## config.mk

```make
export PLATFORM = sky130hd
export DESIGN_NAME = dpmc_top
export DESIGN_NICKNAME = d
export VERILOG_FILES = /design/src/verilog/dpmc_pkg.sv /design/src/verilog/dpmc_timer_if.sv /design/src/verilog/dpmc_top.sv /design/src/verilog/dpmc_relock_timer.sv /design/src/verilog/dpmc_sync.sv
export SDC_FILE = /design/constraint.sdc
export NUM_CORES = 1
export LEC_CHECK = 0
export BUFFER_PORTS_ARGS = -buffer_cell sky130_fd_sc_hd__buf_2
export CAP_MARGIN = 5
export CORE_ASPECT_RATIO = 1.2
export CORE_MARGIN = 2
export CORE_UTILIZATION = 51
export DETAILED_ROUTE_END_ITERATION = 12
export PLACE_DENSITY_LB_ADDON = 0.3
export SETUP_SLACK_MARGIN = 0.05
export SYNTH_ARGS = -nofsm -noshare
export SYNTH_HDL_FRONTEND = slang
export SYNTH_SLANG_ARGS = --single-unit
```

## constraint.sdc

```tcl
create_clock -name clk_i -period 2.05 [get_ports clk_i]
set_input_delay 0.41 -clock clk_i [delete_from_list [all_inputs] [get_ports clk_i]]
set_output_delay 0.41 -clock clk_i [all_outputs]
set_load 0.02 [all_outputs]
```

## src/verilog/dpmc_pkg.sv

```systemverilog
// Constants for the dual PLL multiplier control block.
// Assumes a 250 MHz register clock and byte addresses on the bus.
package dpmc_pkg;
   localparam int unsigned ADDR_W        = 8;
   localparam int unsigned DATA_W        = 32;
   localparam int unsigned MULT_W        = 6;
   // Register byte offsets
   localparam logic [7:0]  OFF_CPU_PLL   = 8'h60;
   localparam logic [7:0]  OFF_AUX_PLL   = 8'h64;
   localparam logic [7:0]  OFF_STATUS    = 8'h68;
   // Field positions
   localparam int unsigned MULT_LSB      = 0;
   localparam int unsigned MULT_MSB      = 5;
   localparam int unsigned ST_CPU_VALID  = 0;
   localparam int unsigned ST_AUX_VALID  = 1;
   localparam int unsigned ST_CPU_HALT   = 2;
   localparam int unsigned ST_AUX_SETTLE = 3;
   localparam int unsigned ST_AUX_ON     = 4;
   // Reset values
   localparam logic [5:0]  CPU_MULT_RST  = 6'h10;
   localparam logic [5:0]  AUX_MULT_RST  = 6'h00;
   localparam logic [5:0]  AUX_MULT_OFF  = 6'h00;
   localparam logic [31:0] UNMAPPED_DATA = 32'h0000_0000;
   // Timing
   localparam int unsigned CLK_PERIOD_NS = 4;
   localparam int unsigned RELOCK_US     = 20;
   localparam int unsigned RELOCK_CYC    = (RELOCK_US * 1000) / CLK_PERIOD_NS;
   localparam int unsigned IRQ_W         = 8;
endpackage : dpmc_pkg

```

## src/verilog/dpmc_timer_if.sv

```systemverilog
// Start/busy pair between the top and one relock timer.
// Assumes both ends share the top's clock.
`timescale 1ns/1ns
`default_nettype none
interface dpmc_timer_if;
   logic start;
   logic busy;
   modport ctl (output start, input busy);
   modport tmr (input start, output busy);
endinterface : dpmc_timer_if
`default_nettype wire

```

## src/verilog/dpmc_top.sv

```systemverilog
// Register front end and relock control for the processor and auxiliary PLLs.
// Assumes rst_b_i is the power-up reset, an Avalon-MM master on clk_i,
// and that hardware reset, runtime reset, sleep and interrupts are asynchronous levels.
//
// Notes on behaviour
// - Each PLL multiplies the oscillator by the 6-bit field in bits 5:0.
// - Processor multiplier defaults to 16, auxiliary multiplier to 0.
// - Processor register resets only at power-up, kept through sleep and resets.
// - Auxiliary register returns to default on hardware reset, runtime reset, sleep.
// - Auxiliary multiplier zero disables the auxiliary PLL and its clock.
// - Any processor register write halts the system for 20 us; code halts only when byte lane 0 is enabled.
// - No execution during halt; interrupts held and delivered afterwards.
// - Auxiliary write does not halt; auxiliary clocks unstable up to 20 us.
// - Processor register reads invalid after any reset or sleep until written.
`timescale 1ns/1ns
`default_nettype none
module dpmc_top #(
   parameter int unsigned RELOCK_CYCLES = dpmc_pkg::RELOCK_CYC,
   parameter int unsigned IRQ_W         = dpmc_pkg::IRQ_W
) (
   input  wire logic                         clk_i,
   input  wire logic                         rst_b_i,
   // Avalon-MM slave
   input  wire logic [dpmc_pkg::ADDR_W-1:0]  avs_address_i,
   input  wire logic                         avs_read_i,
   input  wire logic                         avs_write_i,
   input  wire logic [dpmc_pkg::DATA_W-1:0]  avs_writedata_i,
   input  wire logic [3:0]                   avs_byteenable_i,
   output logic      [dpmc_pkg::DATA_W-1:0]  avs_readdata_o,
   output logic                              avs_waitrequest_o,
   // System reset and power events
   input  wire logic                         hw_reset_i,
   input  wire logic                         runtime_reset_i,
   input  wire logic                         sleep_i,
   // Interrupts towards the processor
   input  wire logic [IRQ_W-1:0]             irq_i,
   output logic      [IRQ_W-1:0]             irq_o,
   // PLL control
   output logic      [dpmc_pkg::MULT_W-1:0]  cpu_mult_o,
   output logic      [dpmc_pkg::MULT_W-1:0]  aux_mult_o,
   output logic                              aux_pll_enable_o,
   output logic                              cpu_halt_o,
   output logic                              aux_settling_o
);
   localparam int unsigned EV_W = 3;

   // Synchronised events and interrupts
   logic [EV_W-1:0]  ev_sync;
   logic             hw_rst_s;
   logic             rt_rst_s;
   logic             sleep_s;
   logic             any_reset;
   logic [IRQ_W-1:0] irq_sync;

   // Bus handshake
   logic             wait_q;
   logic             req;
   logic             acc;
   logic             acc_wr;
   logic             hit_cpu;
   logic             hit_aux;
   logic             wr_cpu;
   logic             wr_aux;
   logic [31:0]      rdata_d;
   logic [31:0]      rdata_q;

   // Register state
   logic [5:0]       cpu_mult_q;
   logic [5:0]       aux_mult_q;
   logic             cpu_valid_q;
   logic             aux_valid_q;
   logic             aux_en_q;
   logic [IRQ_W-1:0] irq_pend_q;
   logic [IRQ_W-1:0] irq_q;
   logic             halt;
   logic             settle;

   dpmc_timer_if cpu_tmr ();
   dpmc_timer_if aux_tmr ();

   dpmc_sync #(
      .W       (EV_W)
   ) u_ev_sync (
      .clk_i   (clk_i),
      .rst_b_i (rst_b_i),
      .d_i     ({sleep_i, runtime_reset_i, hw_reset_i}),
      .q_o     (ev_sync)
   );

   dpmc_sync #(
      .W       (IRQ_W)
   ) u_irq_sync (
      .clk_i   (clk_i),
      .rst_b_i (rst_b_i),
      .d_i     (irq_i),
      .q_o     (irq_sync)
   );

   assign hw_rst_s  = ev_sync[0];
   assign rt_rst_s  = ev_sync[1];
   assign sleep_s   = ev_sync[2];
   assign any_reset = hw_rst_s | rt_rst_s | sleep_s;

   dpmc_relock_timer #(
      .CYCLES  (RELOCK_CYCLES)
   ) u_cpu_relock (
      .clk_i   (clk_i),
      .rst_b_i (rst_b_i),
      .tmr     (cpu_tmr.tmr)
   );

   dpmc_relock_timer #(
      .CYCLES  (RELOCK_CYCLES)
   ) u_aux_relock (
      .clk_i   (clk_i),
      .rst_b_i (rst_b_i),
      .tmr     (aux_tmr.tmr)
   );

   assign halt   = cpu_tmr.busy;
   assign settle = aux_tmr.busy;

   // Access decode; the access completes on the edge where waitrequest is low
   assign req     = avs_read_i | avs_write_i;
   assign acc     = req & ~wait_q;
   assign acc_wr  = acc & avs_write_i;
   assign hit_cpu = (avs_address_i == dpmc_pkg::OFF_CPU_PLL);
   assign hit_aux = (avs_address_i == dpmc_pkg::OFF_AUX_PLL);
   // Only the low byte lane carries writable bits
   assign wr_cpu  = acc_wr & hit_cpu & avs_byteenable_i[0];
   assign wr_aux  = acc_wr & hit_aux & avs_byteenable_i[0];

   // Every processor register write enabling byte lane 0 restarts the halt
   assign cpu_tmr.start = wr_cpu;
   // Auxiliary write outside any reset or sleep opens a settle window, never a halt
   assign aux_tmr.start = wr_aux & ~any_reset;

   // Bus stalls while the processor is halted
   always_ff @(posedge clk_i or negedge rst_b_i) begin
      if (!rst_b_i) begin
         wait_q <= 1'b1;
      end else begin
         wait_q <= ~(req & wait_q & ~halt);
      end
   end

   // Read mux, captured one cycle ahead of the completing edge
   always_comb begin
      rdata_d = dpmc_pkg::UNMAPPED_DATA;
      unique case (avs_address_i)
         dpmc_pkg::OFF_CPU_PLL: begin
            // Invalid processor value reads as zero
            if (cpu_valid_q) begin
               rdata_d[dpmc_pkg::MULT_MSB:dpmc_pkg::MULT_LSB] = cpu_mult_q;
            end
         end
         dpmc_pkg::OFF_AUX_PLL: begin
            if (aux_valid_q) begin
               rdata_d[dpmc_pkg::MULT_MSB:dpmc_pkg::MULT_LSB] = aux_mult_q;
            end
         end
         dpmc_pkg::OFF_STATUS: begin
            rdata_d[dpmc_pkg::ST_CPU_VALID]  = cpu_valid_q;
            rdata_d[dpmc_pkg::ST_AUX_VALID]  = aux_valid_q;
            rdata_d[dpmc_pkg::ST_CPU_HALT]   = halt;
            rdata_d[dpmc_pkg::ST_AUX_SETTLE] = settle;
            rdata_d[dpmc_pkg::ST_AUX_ON]     = aux_en_q;
         end
         default: begin
            rdata_d = dpmc_pkg::UNMAPPED_DATA;
         end
      endcase
   end

   always_ff @(posedge clk_i or negedge rst_b_i) begin
      if (!rst_b_i) begin
         rdata_q <= dpmc_pkg::UNMAPPED_DATA;
      end else if (avs_read_i & wait_q & ~halt) begin
         rdata_q <= rdata_d;
      end
   end

   // Processor multiplier reset to 16 only by power-up reset
   always_ff @(posedge clk_i or negedge rst_b_i) begin
      if (!rst_b_i) begin
         cpu_mult_q <= dpmc_pkg::CPU_MULT_RST;
      end else if (wr_cpu) begin
         // Multiplier field only; reserved bits dropped
         cpu_mult_q <= avs_writedata_i[dpmc_pkg::MULT_MSB:dpmc_pkg::MULT_LSB];
      end
   end

   // Readback valid only after a write since the last reset or sleep
   always_ff @(posedge clk_i or negedge rst_b_i) begin
      if (!rst_b_i) begin
         cpu_valid_q <= 1'b0;
      end else if (any_reset) begin
         cpu_valid_q <= 1'b0;
      end else if (wr_cpu) begin
         cpu_valid_q <= 1'b1;
      end
   end

   // Auxiliary multiplier held at default during any reset or sleep
   always_ff @(posedge clk_i or negedge rst_b_i) begin
      if (!rst_b_i) begin
         aux_mult_q  <= dpmc_pkg::AUX_MULT_RST;
         aux_valid_q <= 1'b0;
      end else if (any_reset) begin
         aux_mult_q  <= dpmc_pkg::AUX_MULT_RST;
         aux_valid_q <= 1'b0;
      end else if (wr_aux) begin
         aux_mult_q  <= avs_writedata_i[dpmc_pkg::MULT_MSB:dpmc_pkg::MULT_LSB];
         aux_valid_q <= 1'b1;
      end
   end

   // Zero multiplier switches the auxiliary PLL off
   always_ff @(posedge clk_i or negedge rst_b_i) begin
      if (!rst_b_i) begin
         aux_en_q <= 1'b0;
      end else begin
         aux_en_q <= (aux_mult_q != dpmc_pkg::AUX_MULT_OFF);
      end
   end

   // Interrupts caught during the halt are held; release clears the hold even if one arrives then
   always_ff @(posedge clk_i or negedge rst_b_i) begin
      if (!rst_b_i) begin
         irq_pend_q <= '0;
      end else if (halt) begin
         irq_pend_q <= irq_pend_q | irq_sync;
      end else begin
         irq_pend_q <= '0;
      end
   end

   // Held interrupts delivered in the second cycle after the halt
   always_ff @(posedge clk_i or negedge rst_b_i) begin
      if (!rst_b_i) begin
         irq_q <= '0;
      end else if (halt) begin
         irq_q <= '0;
      end else begin
         irq_q <= irq_sync | irq_pend_q;
      end
   end

   assign avs_readdata_o    = rdata_q;
   assign avs_waitrequest_o = wait_q;
   assign irq_o             = irq_q;
   assign cpu_mult_o        = cpu_mult_q;
   assign aux_mult_o        = aux_mult_q;
   assign aux_pll_enable_o  = aux_en_q;
   assign cpu_halt_o        = halt;
   assign aux_settling_o    = settle;
endmodule : dpmc_top
`default_nettype wire

```

## src/verilog/dpmc_relock_timer.sv

```systemverilog
// Down counter that stays busy for CYCLES clocks after each start.
// Assumes start is a one-cycle pulse on the same clock.
`timescale 1ns/1ns
`default_nettype none
module dpmc_relock_timer #(
   parameter int unsigned CYCLES = dpmc_pkg::RELOCK_CYC
) (
   input  wire logic   clk_i,
   input  wire logic   rst_b_i,
   dpmc_timer_if.tmr   tmr
);
   localparam int unsigned CNT_W = $clog2(CYCLES + 1);
   localparam logic [CNT_W-1:0] LOAD = CNT_W'(CYCLES - 1);

   logic [CNT_W-1:0] count_q;
   logic             busy_q;

   // Restart wins over a running count
   always_ff @(posedge clk_i or negedge rst_b_i) begin
      if (!rst_b_i) begin
         count_q <= '0;
         busy_q  <= 1'b0;
      end else if (tmr.start) begin
         count_q <= LOAD;
         busy_q  <= 1'b1;
      end else if (busy_q) begin
         if (count_q == '0) begin
            busy_q <= 1'b0;
         end else begin
            count_q <= count_q - 1'b1;
         end
      end
   end

   assign tmr.busy = busy_q;
endmodule : dpmc_relock_timer
`default_nettype wire

```

## src/verilog/dpmc_sync.sv

```systemverilog
// Two-stage synchroniser for a bundle of independent levels.
// Assumes the bits need no mutual coherence.
`timescale 1ns/1ns
`default_nettype none
module dpmc_sync #(
   parameter int unsigned W = 1
) (
   input  wire logic         clk_i,
   input  wire logic         rst_b_i,
   input  wire logic [W-1:0] d_i,
   output logic      [W-1:0] q_o
);
   logic [W-1:0] meta_q;
   logic [W-1:0] sync_q;

   always_ff @(posedge clk_i or negedge rst_b_i) begin
      if (!rst_b_i) begin
         meta_q <= '0;
         sync_q <= '0;
      end else begin
         meta_q <= d_i;
         sync_q <= meta_q;
      end
   end

   assign q_o = sync_q;
endmodule : dpmc_sync
`default_nettype wire

```

=== After elaboration in Yosys (flattened, before gate mapping) ===
Index checks and enable logic that the tools add are counted.

* Bitwise logic cells: 19
* Equality and inequality tests: 5
* Reduce and logical (&&, ||, !) cells: 9
* Muxes and demuxes: 24
* Add/sub/neg operators: 2

{| class="wikitable"
|+ Operator list
! operator !! number
|-
| two-way mux 13 bit || 6
|-
| logical NOT 13 bit || 2
|-
| subtractor 13 x 1 -> 13 bit, second input constant || 2
|-
| equality test 8 x 7 -> 1 bit, second input constant || 3
|-
| two-way mux 6 bit || 4
|-
| two-way mux 8 bit || 2
|-
| one-hot mux 5 bit (3 select lines) || 1
|-
| bitwise AND 1 bit || 11
|-
| two-way mux 1 bit || 10
|-
| bitwise OR 8 bit || 1
|-
| nonzero test 2 bit || 4
|-
| nonzero test 6 bit || 1
|-
| inequality test 2 bit, second input constant || 2
|-
| inverter 1 bit || 4
|-
| AND reduction 2 bit || 2
|-
| bitwise OR 1 bit || 3
|-
| one-hot mux 1 bit (2 select lines) || 1
|}

* Output and inout port bits: 56
* Word-level logic and storage cells: 76
* Input port bits: 59
* Register bits after elaboration: 88

=== Depth between registers and ports, before layout ===
Gate-level depths: netlist of run 1.

* Word-level depth: 8
* Gate-level depth with buffers: 6

=== Hierarchy ===
From an unflattened synthesis of run 1, not the netlist that was laid out.

* Cell total of the unflattened synthesis: 360
* Area total of the unflattened synthesis: 4045.1 µm²

{| class="wikitable"
|+ Modules (own cells, without submodules)
! module !! instances !! cells an instance !! area each (µm²)
|-
| dpmc_top || 1 || 178 || 1898.1
|-
| dpmc_relock_timer || 2 || 80 || 798.3
|-
| dpmc_sync at u_irq_sync || 1 || 16 || 400.4
|-
| dpmc_sync at u_ev_sync || 1 || 6 || 150.1
|}

=== Least setup slack after synthesis of run 1 ===
No wires, ideal clock.

* Kind: input -> register
* Start: input avs_address_i[1] (netlist name)
* End: register cpu_mult_q[0], in the netlist cpu_mult_o[0]
* Cell stages on the path: 6
* Library setup time: 0.117 ns
* Required time: 1.933 ns
* Arrival time: 1.670 ns
* Slack: 0.263 ns
* Path through: or2_1 -> or4_1 -> clkbuf_1 -> clkbuf_1 -> nand2_1 -> nand2_1

* Cells in the longest elaborated chain, start to end: 3

{| class="wikitable"
|+ Ends and longest elaborated chain
! what !! line !! RTL
|-
| from (decl) || dpmc_top.sv:24 || <nowiki>input wire logic [dpmc_pkg::ADDR_W-1:0] avs_address_i,</nowiki>
|-
| equality test 8 x 7 -> 1 bit || dpmc_top.sv:127 || <nowiki>assign hit_cpu = (avs_address_i == dpmc_pkg::OFF_CPU_PLL);</nowiki>
|-
| bitwise AND 1 bit (2 in a row) || dpmc_top.sv:130 || <nowiki>assign wr_cpu = acc_wr & hit_cpu & avs_byteenable_i[0];</nowiki>
|-
| to (signal assigned) || dpmc_top.sv:186 || <nowiki>cpu_mult_q <= dpmc_pkg::CPU_MULT_RST;</nowiki>
|-
| to (signal assigned) || dpmc_top.sv:189 || <nowiki>cpu_mult_q <= avs_writedata_i[dpmc_pkg::MULT_MSB:dpmc_pkg::MULT_LSB];</nowiki>
|-
| to (decl) || dpmc_top.sv:68 || <nowiki>logic [5:0] cpu_mult_q;</nowiki>
|}

No other way between the ends.
A chain may end at the register's enable or synchronous reset.

=== Final worst setup path of run 1 ===
* Start: register u_aux_relock.count_q[9]
* End: register u_aux_relock.count_q[7]

* Cells in the longest elaborated chain, start to end: 3

{| class="wikitable"
|+ Ends and longest elaborated chain
! what !! line !! RTL
|-
| from (decl) || dpmc_relock_timer.sv:15 || <nowiki>logic [CNT_W-1:0] count_q;</nowiki>
|-
| from (signal assigned) || dpmc_relock_timer.sv:30 || <nowiki>count_q <= count_q - 1'b1;</nowiki>
|-
| logical NOT 13 bit || dpmc_relock_timer.sv:27 || <nowiki>if (count_q == '0) begin</nowiki>
|-
| inequality test 2 bit (no source line) || - ||
|-
| AND reduction 2 bit (no source line) || - ||
|}

No other way between the ends.

==> out/results.ini, run 1 <==
[worst_setup_path]
worstPathArrival_ps=2090
r2r-start=u_aux_relock.count_q[9]$_DFFE_PN0P_
path_max_fanout=8
start_kind=register
r2r_setup_slack_ps=190
worstPathRequired_ps=2280
crit_path_end_kind=register
rr_worst_depth=4
crit_type=reg2reg
crit_slowest_cell=or4_4
crit_chain=or4_4, o21ai_1, nor2_1, or3_1
r2r-end=u_aux_relock.count_q[7]$_DFFE_PN0P_
slowest_delay_ps=620

[logic_synthesis]
yosys.cell_types.count=57
synth_edf_count=0
syn_inst=352
synthFlopType=dfrtp_1
yosys-top-cells-count=86 x dfrtp_1, 42 x nand2_1, 30 x nor2_1
yosys.cell_count.top_type=dfrtp_1
yosysWarnings=0
syn_area_um2=3860
yosysSeqAreaShare_pct=57.2
synth_top_area_share_pct=55.8
yosys.area.top_type=dfrtp_1
async_reset_ff_share_pct=100
netlist_top_cells_area=dfrtp_1 56%, buf_4 5.1%, nand2_1 4.1%
synth_seq_cells=88
synth.avg_cell_area_um2=11.0

[clock_tree]
clock_latency_ps=360
cts.repair.resized=0
cts-htree-levels=3
cts-hold-fix-buffers=1
postCtsSetupBuffers=0
cts_buffers=9
cts_buffer_depth=2
cts-root-buf=clkbuf_8
cts.sinks=88
cts_tree=done
clk_pin_slew_worst_paths_ps=90

[global_routing]
grt_pass1_wl_um=12900
grt_pass1_vias=2766
grt_max_degree=57
grt.total_usage_pct=19.5
antenna_found_initial=0
grt_overflow_total=0

[pwr]
combPwrFrac_pct=8.0
powerDensity_nw_per_um2=747
p_seq_share_pct=57.0
leakage_nw=2.12
p_clk_share_pct=35.0
swShare_pct=25.9
power.internal_mw=2.47
p_sw_mw=0.864
peakVddDrop_v=0.000435

[cells_and_area]
fin_util_pct=61.4
layout-drive-gt1-share_pct=24.0
nNetsFinal=491
area_growth_syn_to_layout_pct=15.8
fillers=608
n_antenna_cell=0

[detailed_routing]
ant_nets=0
drtIter0Drc=85
wl_met1_um=3280
drcViolationCount=0
wire_per_inst_um=14.4
totalWireLength_um=7510
dr_total_vias=2750
wl_met3_um=277
top_layer=met4
dr.pass1.iters=4
dr_wl_met2_um=3830
viasPerCell=5.26

[sta]
skew_ps=13.0
fin_crit_ps=1860
finalSetupTns_ps=0
worst_slack_ps=195
hold_viol=0
setup_viol=0
max_slew_margin_pct=43.6
finalCritPeriodShare_pct=90.5
fmax_mhz=539
drv_slew=0
grt_setup_unrepaired=no
tightest_slew_ps=839

[floorplan]
coreArea_um2=7270
die_w_um=83.4
rows=34
die_area_um2=8280
die_h_um=99.3
start_util_pct=53.0
ios=115

[place]
io_buffer_count=59
place_ws_ps=49.3
place.gp.congestion=0.830
hpwlAfterDp_um=5370

[worst_hold_path]
hold_start=irq_i[3]
worstHoldEndpoint=u_irq_sync.meta_q[3]$_DFF_PN0_
hp-class=in2reg
whs_path_depth=1

[run_status]
run_status=finished clean

[run]
cap_violations=0

power groups by stage:
stage	sequential, mW	combinational (mW)	clock (mW)
final	1.90	0.267	1.17
after global routing	1.91	0.304	1.28
after CTS	1.90	0.270	1.20
after detailed placement	1.93	0.267	0
after global placement	1.93	0.257	0
after floorplan	1.91	0.214	0
metrics by stage:
step                std cells  area [µm²]  power (mW)  hold slack, ps
floorplan                 377        3950        2.12             114
global placement          506        4250        2.19             332
detailed placement        506        4250        2.20             335
CTS                       523        4460        3.37             138
global route              523        4460        3.49             133
finish                    523        4460        3.34             153
critical path, delay by kind of cell (launching register included):
family	cells	cell delay (ps)
simple gates	3	1050
flops	1	420
compound gates	1	270
layout by cell type, fill, tap and decap left out, types with 3 or more instances in the layout:
master     count
a211oi_1       5
a21oi_1        3
a22o_1        10
buf_2         58
buf_4         17
clkbuf_8      12
clkinv_4       3
conb_1        26
dfrtp_1       86
ha_1           4
inv_1          4
mux2i_1        7
nand2_1       42
nand2b_1       5
nand3_1        9
nand3b_1       3
nand4bb_1      3
nor2_1        30
nor2b_1       13
nor3_1         7
nor4_1         6
o21ai_0       14
or2_2          3
or3_1         10
or4_1          4
kinds of logic (layout without fill, tap and decap cells):
logic type      after synthesis  in the layout  synth area share, %
xor+xnor                      2              2                0.454
simple gates                152            152                 21.3
compound gates               57             57                 11.1
flops                        88             88                 57.2
other cells                   1             26               0.0972
mux                           7              7                 1.82
buf+inv                      41             97                 6.78
fa+ha+maj                     4              4                 1.30
state kept, by name (all words and copies together) (netlist names), 6 cells and up:
name,flops
u_aux_relock.count_q,13
u_cpu_relock.count_q,13
irq_o,8
irq_pend_q,8
u_irq_sync.meta_q,8
u_irq_sync.q_o,8
aux_mult_o,6
avs_readdata_o,6
cpu_mult_o,6
final cells by class:
type | count | area [µm²] | share of cell area (%)
flip-flops and latches | 88 | 2200 | 49.4
clock buffers | 12 | 165 | 3.70
clock inverters | 4 | 35.0 | 0.785
well taps | 90 | 113 | 2.52
inverters | 4 | 15.0 | 0.336
repair buffers | 77 | 448 | 10.0
multi-input cells | 248 | 1480 | 33.2
metal layers:
layer / GRT usage, % / up-vias
met2: 33.3 / 58
met5: 0 / -
met1: 24.1 / 1332
li1: - / 1350
met4: 8.70 / 0
met3: 4.07 / 10
worst max-delay path by stage:
stage                                                    from                                   to  slack [ps]  depth (start not counted)
after floorplan                              avs_address_i[1]            cpu_mult_o[0]$_DFFE_PN0P_         260                          6
after global placement                       avs_address_i[1]  u_cpu_relock.count_q[1]$_DFFE_PN0P_          70                          5
after detailed placement                     avs_address_i[1]            cpu_mult_o[5]$_DFFE_PN0P_          50                          6
after CTS                 u_aux_relock.count_q[9]$_DFFE_PN0P_  u_aux_relock.count_q[7]$_DFFE_PN0P_         200                          4
after global routing      u_aux_relock.count_q[0]$_DFFE_PN0P_  u_aux_relock.count_q[6]$_DFFE_PN0P_          50                          6
final                     u_aux_relock.count_q[9]$_DFFE_PN0P_  u_aux_relock.count_q[7]$_DFFE_PN0P_         190                          4
Power figures use the tool's default switching activity.
==> inputs of run 2 (changes only) <==
- clock period: 2.05 -> 1.9 ns (I/O delays scaled with it)
==> out/results.ini, run 2 (synthesis gave the netlist of run 1 again) <==
[floorplan]
die_area_um2=8280  ; unchanged
die_w_um=83.4  ; unchanged
ios=115  ; unchanged
rows=34  ; unchanged
coreArea_um2=7270  ; unchanged
start_util_pct=53.0  ; unchanged
die_h_um=99.3  ; unchanged

[detailed_routing]
wire_per_inst_um=14.3  ; was 14.4 µm
drcViolationCount=0  ; unchanged
ant_nets=0  ; unchanged
dr_total_vias=2864  ; was 2750
totalWireLength_um=7630  ; was 7510 µm
drtIter0Drc=113  ; was 85
dr.pass1.iters=4  ; unchanged
viasPerCell=5.36  ; was 5.26

[worst_setup_path]
crit_slowest_cell=or4_4  ; unchanged
start_kind=register  ; unchanged
slowest_delay_ps=630  ; was 620 ps
worstPathArrival_ps=2060  ; was 2090 ps
cpLargestDelayFamily=simple AND/OR/NAND/NOR gates  ; unchanged
crit_chain=or4_4, o41ai_4, xnor2_1, nand2_1  ; was or4_4, o21ai_1, nor2_1, or3_1
crit_path_end_kind=register  ; unchanged
worstPathRequired_ps=2150  ; was 2280 ps
cp_num_buf_inv=0  ; unchanged
crit_type=reg2reg  ; unchanged
path_max_fanout=8  ; unchanged

[cells_and_area]
area_growth_syn_to_layout_pct=19.6  ; was 15.8%
top_regs=u_aux_relock.count_q x13, u_cpu_relock.count_q x13  ; unchanged
n_antenna_cell=0  ; unchanged
final_cell_mix=86 x dfrtp_1, 58 x buf_2, 42 x nand2_1  ; unchanged
final_area_um2=4610  ; was 4460 µm²
layout-drive-gt1-share_pct=27.0  ; was 24.0%
nNetsFinal=502  ; was 491
layout_commonest_cell=dfrtp_1  ; unchanged
fin_cells=534  ; was 523

[place]
place.gp.congestion=0.839  ; was 0.830
hpwlAfterDp_um=5460  ; was 5370 µm
io_buffer_count=59  ; unchanged
dpl_cell_area_um2=4350  ; was 4250 µm²
dpl.cell_count=517  ; was 506

[pwr]
p_seq_share_pct=53.3  ; was 57.0%
leakage_nw=2.21  ; was 2.12 nW
p_clk_share_pct=38.7  ; was 35.0%
power.internal_mw=2.85  ; was 2.47 mW
combPwrFrac_pct=8.0  ; about the same
power_mw=3.85  ; was 3.34 mW
peakVddDrop_v=0.000553  ; was 0.000435 V
powerDensity_nw_per_um2=835  ; was 747 nW/µm²
swShare_pct=26.0  ; was 25.9%
p_sw_mw=1.00  ; was 0.864 mW

[clock_tree]
clk_pin_slew_worst_paths_ps=90  ; about the same
cts_buffers=9  ; unchanged
clock_latency_ps=360  ; about the same
cts.sinks=88  ; unchanged
cts_tree=done  ; unchanged
cts-root-buf=clkbuf_8  ; unchanged
cts_buffer_depth=2  ; unchanged
cts-htree-levels=3  ; unchanged

[sta]
drv_slew=0  ; unchanged
grt_setup_unrepaired=yes  ; was no
holdWs_ps=116  ; was 153 ps
finalCritPeriodShare_pct=95.3  ; was 90.5%
fmax_mhz=552  ; was 539 MHz
fin_crit_ps=1810  ; was 1860 ps
finalSetupTns_ps=0  ; unchanged
setup_viol=0  ; unchanged
skew_ps=9.73  ; was 13.0 ps
hold_viol=0  ; unchanged

[global_routing]
antenna_found_initial=0  ; unchanged
grt_pass1_wl_um=12700  ; was 12900 µm
grt.total_usage_pct=19.2  ; was 19.5%
grt_max_degree=31  ; was 57
grt_overflow_total=0  ; unchanged
grt_pass1_vias=2796  ; was 2766

[worst_hold_path]
hp-class=in2reg  ; unchanged

[run]
cap_violations=0  ; unchanged

[run_status]
run_status=finished clean  ; unchanged

## run 2: through the flow
| step | util (%) | setup WS, ps |
|---|---|---|
| 3_5_place_dp | 59.8 | -47.2 |
| 6_report | 63.4 | 89.7 |
| 3_3_place_gp | 59.8 | -8.05 |
| 5_1_grt | 63.4 | 13.8 |
| 4_1_cts | 63.1 | 87.3 |
| 2_1_floorplan | - | 143 |
## run 2: path summary, 6_finish.rpt
check / start / endpoint / slack, ps / depth (start not counted)
hold reg to reg: u_ev_sync.meta_q[2]$_DFF_PN0_ / u_ev_sync.q_o[2]$_DFF_PN0_ / 350 / 0
setup / recovery: u_aux_relock.count_q[9]$_DFFE_PN0P_ / u_aux_relock.count_q[0]$_DFFE_PN0P_ / 90 / 4
setup reg to reg: u_aux_relock.count_q[9]$_DFFE_PN0P_ / u_aux_relock.count_q[0]$_DFFE_PN0P_ / 90 / 4
hold / removal: runtime_reset_i / u_ev_sync.meta_q[1]$_DFF_PN0_ / 120 / 1
min in group asynchronous: rst_b_i / u_irq_sync.q_o[5]$_DFF_PN0_ / 490 / 2
max in group asynchronous: rst_b_i / cpu_mult_o[4]$_DFFE_PN1P_ / 840 / 3
## run 2: layout make-up
cell class,instances,area (µm²)
fillers,617,2660
flip-flops and latches,88,2200
multi-input cells,248,1500
repair buffers,88,543
clock buffers,9,124
well taps,90,113
clock inverters,7,108
inverters,4,15.0
## run 2: metal layers
layer	wire length (µm)	track usage (%)	share of wire, %
met5	0	0	0
met4	139	7.69	1.8
met3	291	3.73	3.8
met2	3880	32.4	51
met1	3320	24.7	44
## run 2: power by group through the flow
stage | clock [mW] | sequential (mW) | combinational (mW)
after floorplan | 0 | 2.06 | 0.231
after detailed placement | 0 | 2.08 | 0.300
after CTS | 1.52 | 2.05 | 0.306
final | 1.49 | 2.05 | 0.308
after global routing | 1.60 | 2.07 | 0.342
after global placement | 0 | 2.07 | 0.291
## run 2: repair_timing
item | in CTS | in global routing
pin swaps | 0 | 1
setup endpoints to repair | 1 | 10
hold buffers | 1 | 0
gates resized for setup | 2 | 6
gates cloned | 0 | 0
buffers inserted | 0 | 0
endpoints found under the hold margin | 28 | 0
==> inputs of run 3 (changes only) <==
--- a/config.mk
+++ b/config.mk
@@ -12,2 +12,3 @@
 export CORE_UTILIZATION = 51
+export CTS_BUF_LIST = sky130_fd_sc_hd__clkbuf_16
 export DETAILED_ROUTE_END_ITERATION = 12
--- a/constraint.sdc
+++ b/constraint.sdc
@@ -3,2 +3,2 @@
 set_output_delay 0.38 -clock clk_i [all_outputs]
-set_load 0.02 [all_outputs]
+set_load 0.1 [all_outputs]
==> out/results.ini, run 3 (synthesis gave the netlist of run 1 again) <==
[detailed_routing]
viasPerCell=5.31  ; was 5.36
drtIter0Drc=115  ; was 113
totalWireLength_um=7860  ; was 7630 µm
ant_nets=0  ; unchanged
dr_total_vias=2807  ; was 2864
wire_per_inst_um=14.9  ; was 14.3 µm
drcViolationCount=0  ; unchanged
dr.pass1.iters=4  ; unchanged

[pwr]
leakage_nw=2.22  ; was 2.21 nW
powerDensity_nw_per_um2=923  ; was 835 nW/µm²
peakVddDrop_v=0.000605  ; was 0.000553 V
power_mw=4.32  ; was 3.85 mW

[clock_tree]
cts.sinks=88  ; unchanged
cts_tree=done  ; unchanged
cts_buffers=9  ; unchanged
cts-htree-levels=3  ; unchanged
clock_latency_ps=340  ; was 360 ps
cts_buffer_depth=2  ; unchanged
clk_pin_slew_worst_paths_ps=60  ; was 90 ps
cts-root-buf=clkbuf_16  ; was clkbuf_8

[floorplan]
ios=115  ; unchanged
rows=34  ; unchanged
die_area_um2=8280  ; unchanged
die_h_um=99.3  ; unchanged
coreArea_um2=7270  ; unchanged
start_util_pct=53.0  ; unchanged
die_w_um=83.4  ; unchanged

[global_routing]
grtUsageMet2_pct=32.9  ; was 32.4%
grt_pass1_wl_um=12800  ; was 12700 µm
grt_overflow_total=0  ; unchanged
top_usage_layer=met2  ; unchanged
use_met3_pct=3.07  ; was 3.73%
grt_pass1_vias=2790  ; was 2796
grt_max_degree=32  ; was 31
antenna_found_initial=0  ; unchanged
grt_use_met1_pct=24.1  ; was 24.7%
grt.total_usage_pct=19.4  ; was 19.2%

[cells_and_area]
fin_util_pct=64.3  ; was 63.4%
final_area_um2=4680  ; was 4610 µm²
layout-drive-gt1-share_pct=26.9  ; was 27.0%
top_regs=u_aux_relock.count_q x13, u_cpu_relock.count_q x13  ; unchanged
area_growth_syn_to_layout_pct=21.4  ; was 19.6%
layout_commonest_cell=dfrtp_1  ; unchanged
final_cell_mix=84 x dfrtp_1, 57 x buf_2, 42 x nand2_1  ; was 86 x dfrtp_1, 58 x buf_2, 42 x nand2_1
n_antenna_cell=0  ; unchanged
nNetsFinal=497  ; was 502

[sta]
skew_ps=9.05  ; was 9.73 ps
grt_setup_unrepaired=yes  ; unchanged
hold_viol=0  ; unchanged
drv_slew=0  ; unchanged
fmax_mhz=554  ; was 552 MHz
finalCritPeriodShare_pct=95.0  ; was 95.3%
fin_crit_ps=1800  ; was 1810 ps
finalSetupTns_ps=0  ; unchanged
setup_viol=0  ; unchanged

[place]
io_buffer_count=59  ; unchanged
dpl_cell_area_um2=4320  ; was 4350 µm²
place.gp.congestion=0.835  ; was 0.839
hpwlAfterDp_um=5390  ; was 5460 µm

[worst_setup_path]
crit_type=reg2out  ; was reg2reg
cpLargestDelayFamily=flip-flops  ; was simple AND/OR/NAND/NOR gates
slowest_delay_ps=650  ; was 630 ps
start_kind=register  ; unchanged
cp_num_buf_inv=1  ; was 0
crit_path_end_kind=output pin  ; was register
worstPathArrival_ps=1420  ; was 2060 ps
worstPathRequired_ps=1520  ; was 2150 ps
crit_slowest_cell=dfstp_4  ; was or4_4
crit_chain=buf_2  ; was or4_4, o41ai_4, xnor2_1, nand2_1
path_max_fanout=7  ; was 8

[run_status]
run_status=finished clean  ; unchanged

[worst_hold_path]
hp-class=in2reg  ; unchanged

[run]
cap_violations=0  ; unchanged

-- run 3: layout make-up --
cell class	instances	area, µm²
fill	582	2590
sequential	88	2220
multi-input combinational	248	1520
timing repair buffer	83	508
clock buffer	9	225
tap	90	113
clock inverter	7	80.1
inverter	4	15.0
-- run 3: path summary, 6_finish.rpt --
kind / endpoint / slack (ps) / startpoint / depth (start not counted)
worst min-delay path: u_irq_sync.meta_q[5]$_DFF_PN0_ / 150 / irq_i[5] / 1
worst max-delay path: avs_waitrequest_o / 100 / avs_waitrequest_o$_DFF_PN1_ / 1
worst min register to register: u_irq_sync.q_o[2]$_DFF_PN0_ / 350 / u_irq_sync.meta_q[2]$_DFF_PN0_ / 0
max in group asynchronous: avs_waitrequest_o$_DFF_PN1_ / 800 / rst_b_i / 3
worst max register to register: u_aux_relock.count_q[0]$_DFFE_PN0P_ / 120 / u_aux_relock.count_q[9]$_DFFE_PN0P_ / 4
min in group asynchronous: irq_o[5]$_DFF_PN0_ / 520 / rst_b_i / 2
-- run 3: metrics by stage --
stage	hold WS, ps	setup WS, ps	cells
2_1_floorplan	84.4	115	377
3_3_place_gp	333	-18.9	511
3_5_place_dp	336	-68.9	511
4_1_cts	131	56.5	528
5_1_grt	137	29.1	529
6_report	146	95.9	529
-- run 3: what timing repair did --
item                                   4_1_cts  5_1_grt
buffers inserted                             0        1
resized for setup                            2       10
pin swaps                                    0        2
endpoints found under the hold margin       29        0
setup endpoints to repair                    2       14
hold buffers                                 1        0
-- run 3: metal layers --
metal,wire (µm),vias up
met5,0,-
met4,152,0
met3,284,15
met2,4120,83
met1,3300,1350
li1,-,1359
-- run 3: where the power goes --
group	switching (mW)	leakage [nW]	internal, mW	total [mW]
registers	0.0948	1.03	1.96	2.06
logic	0.362	1.05	0.118	0.480
clock network	0.751	0.143	1.03	1.79
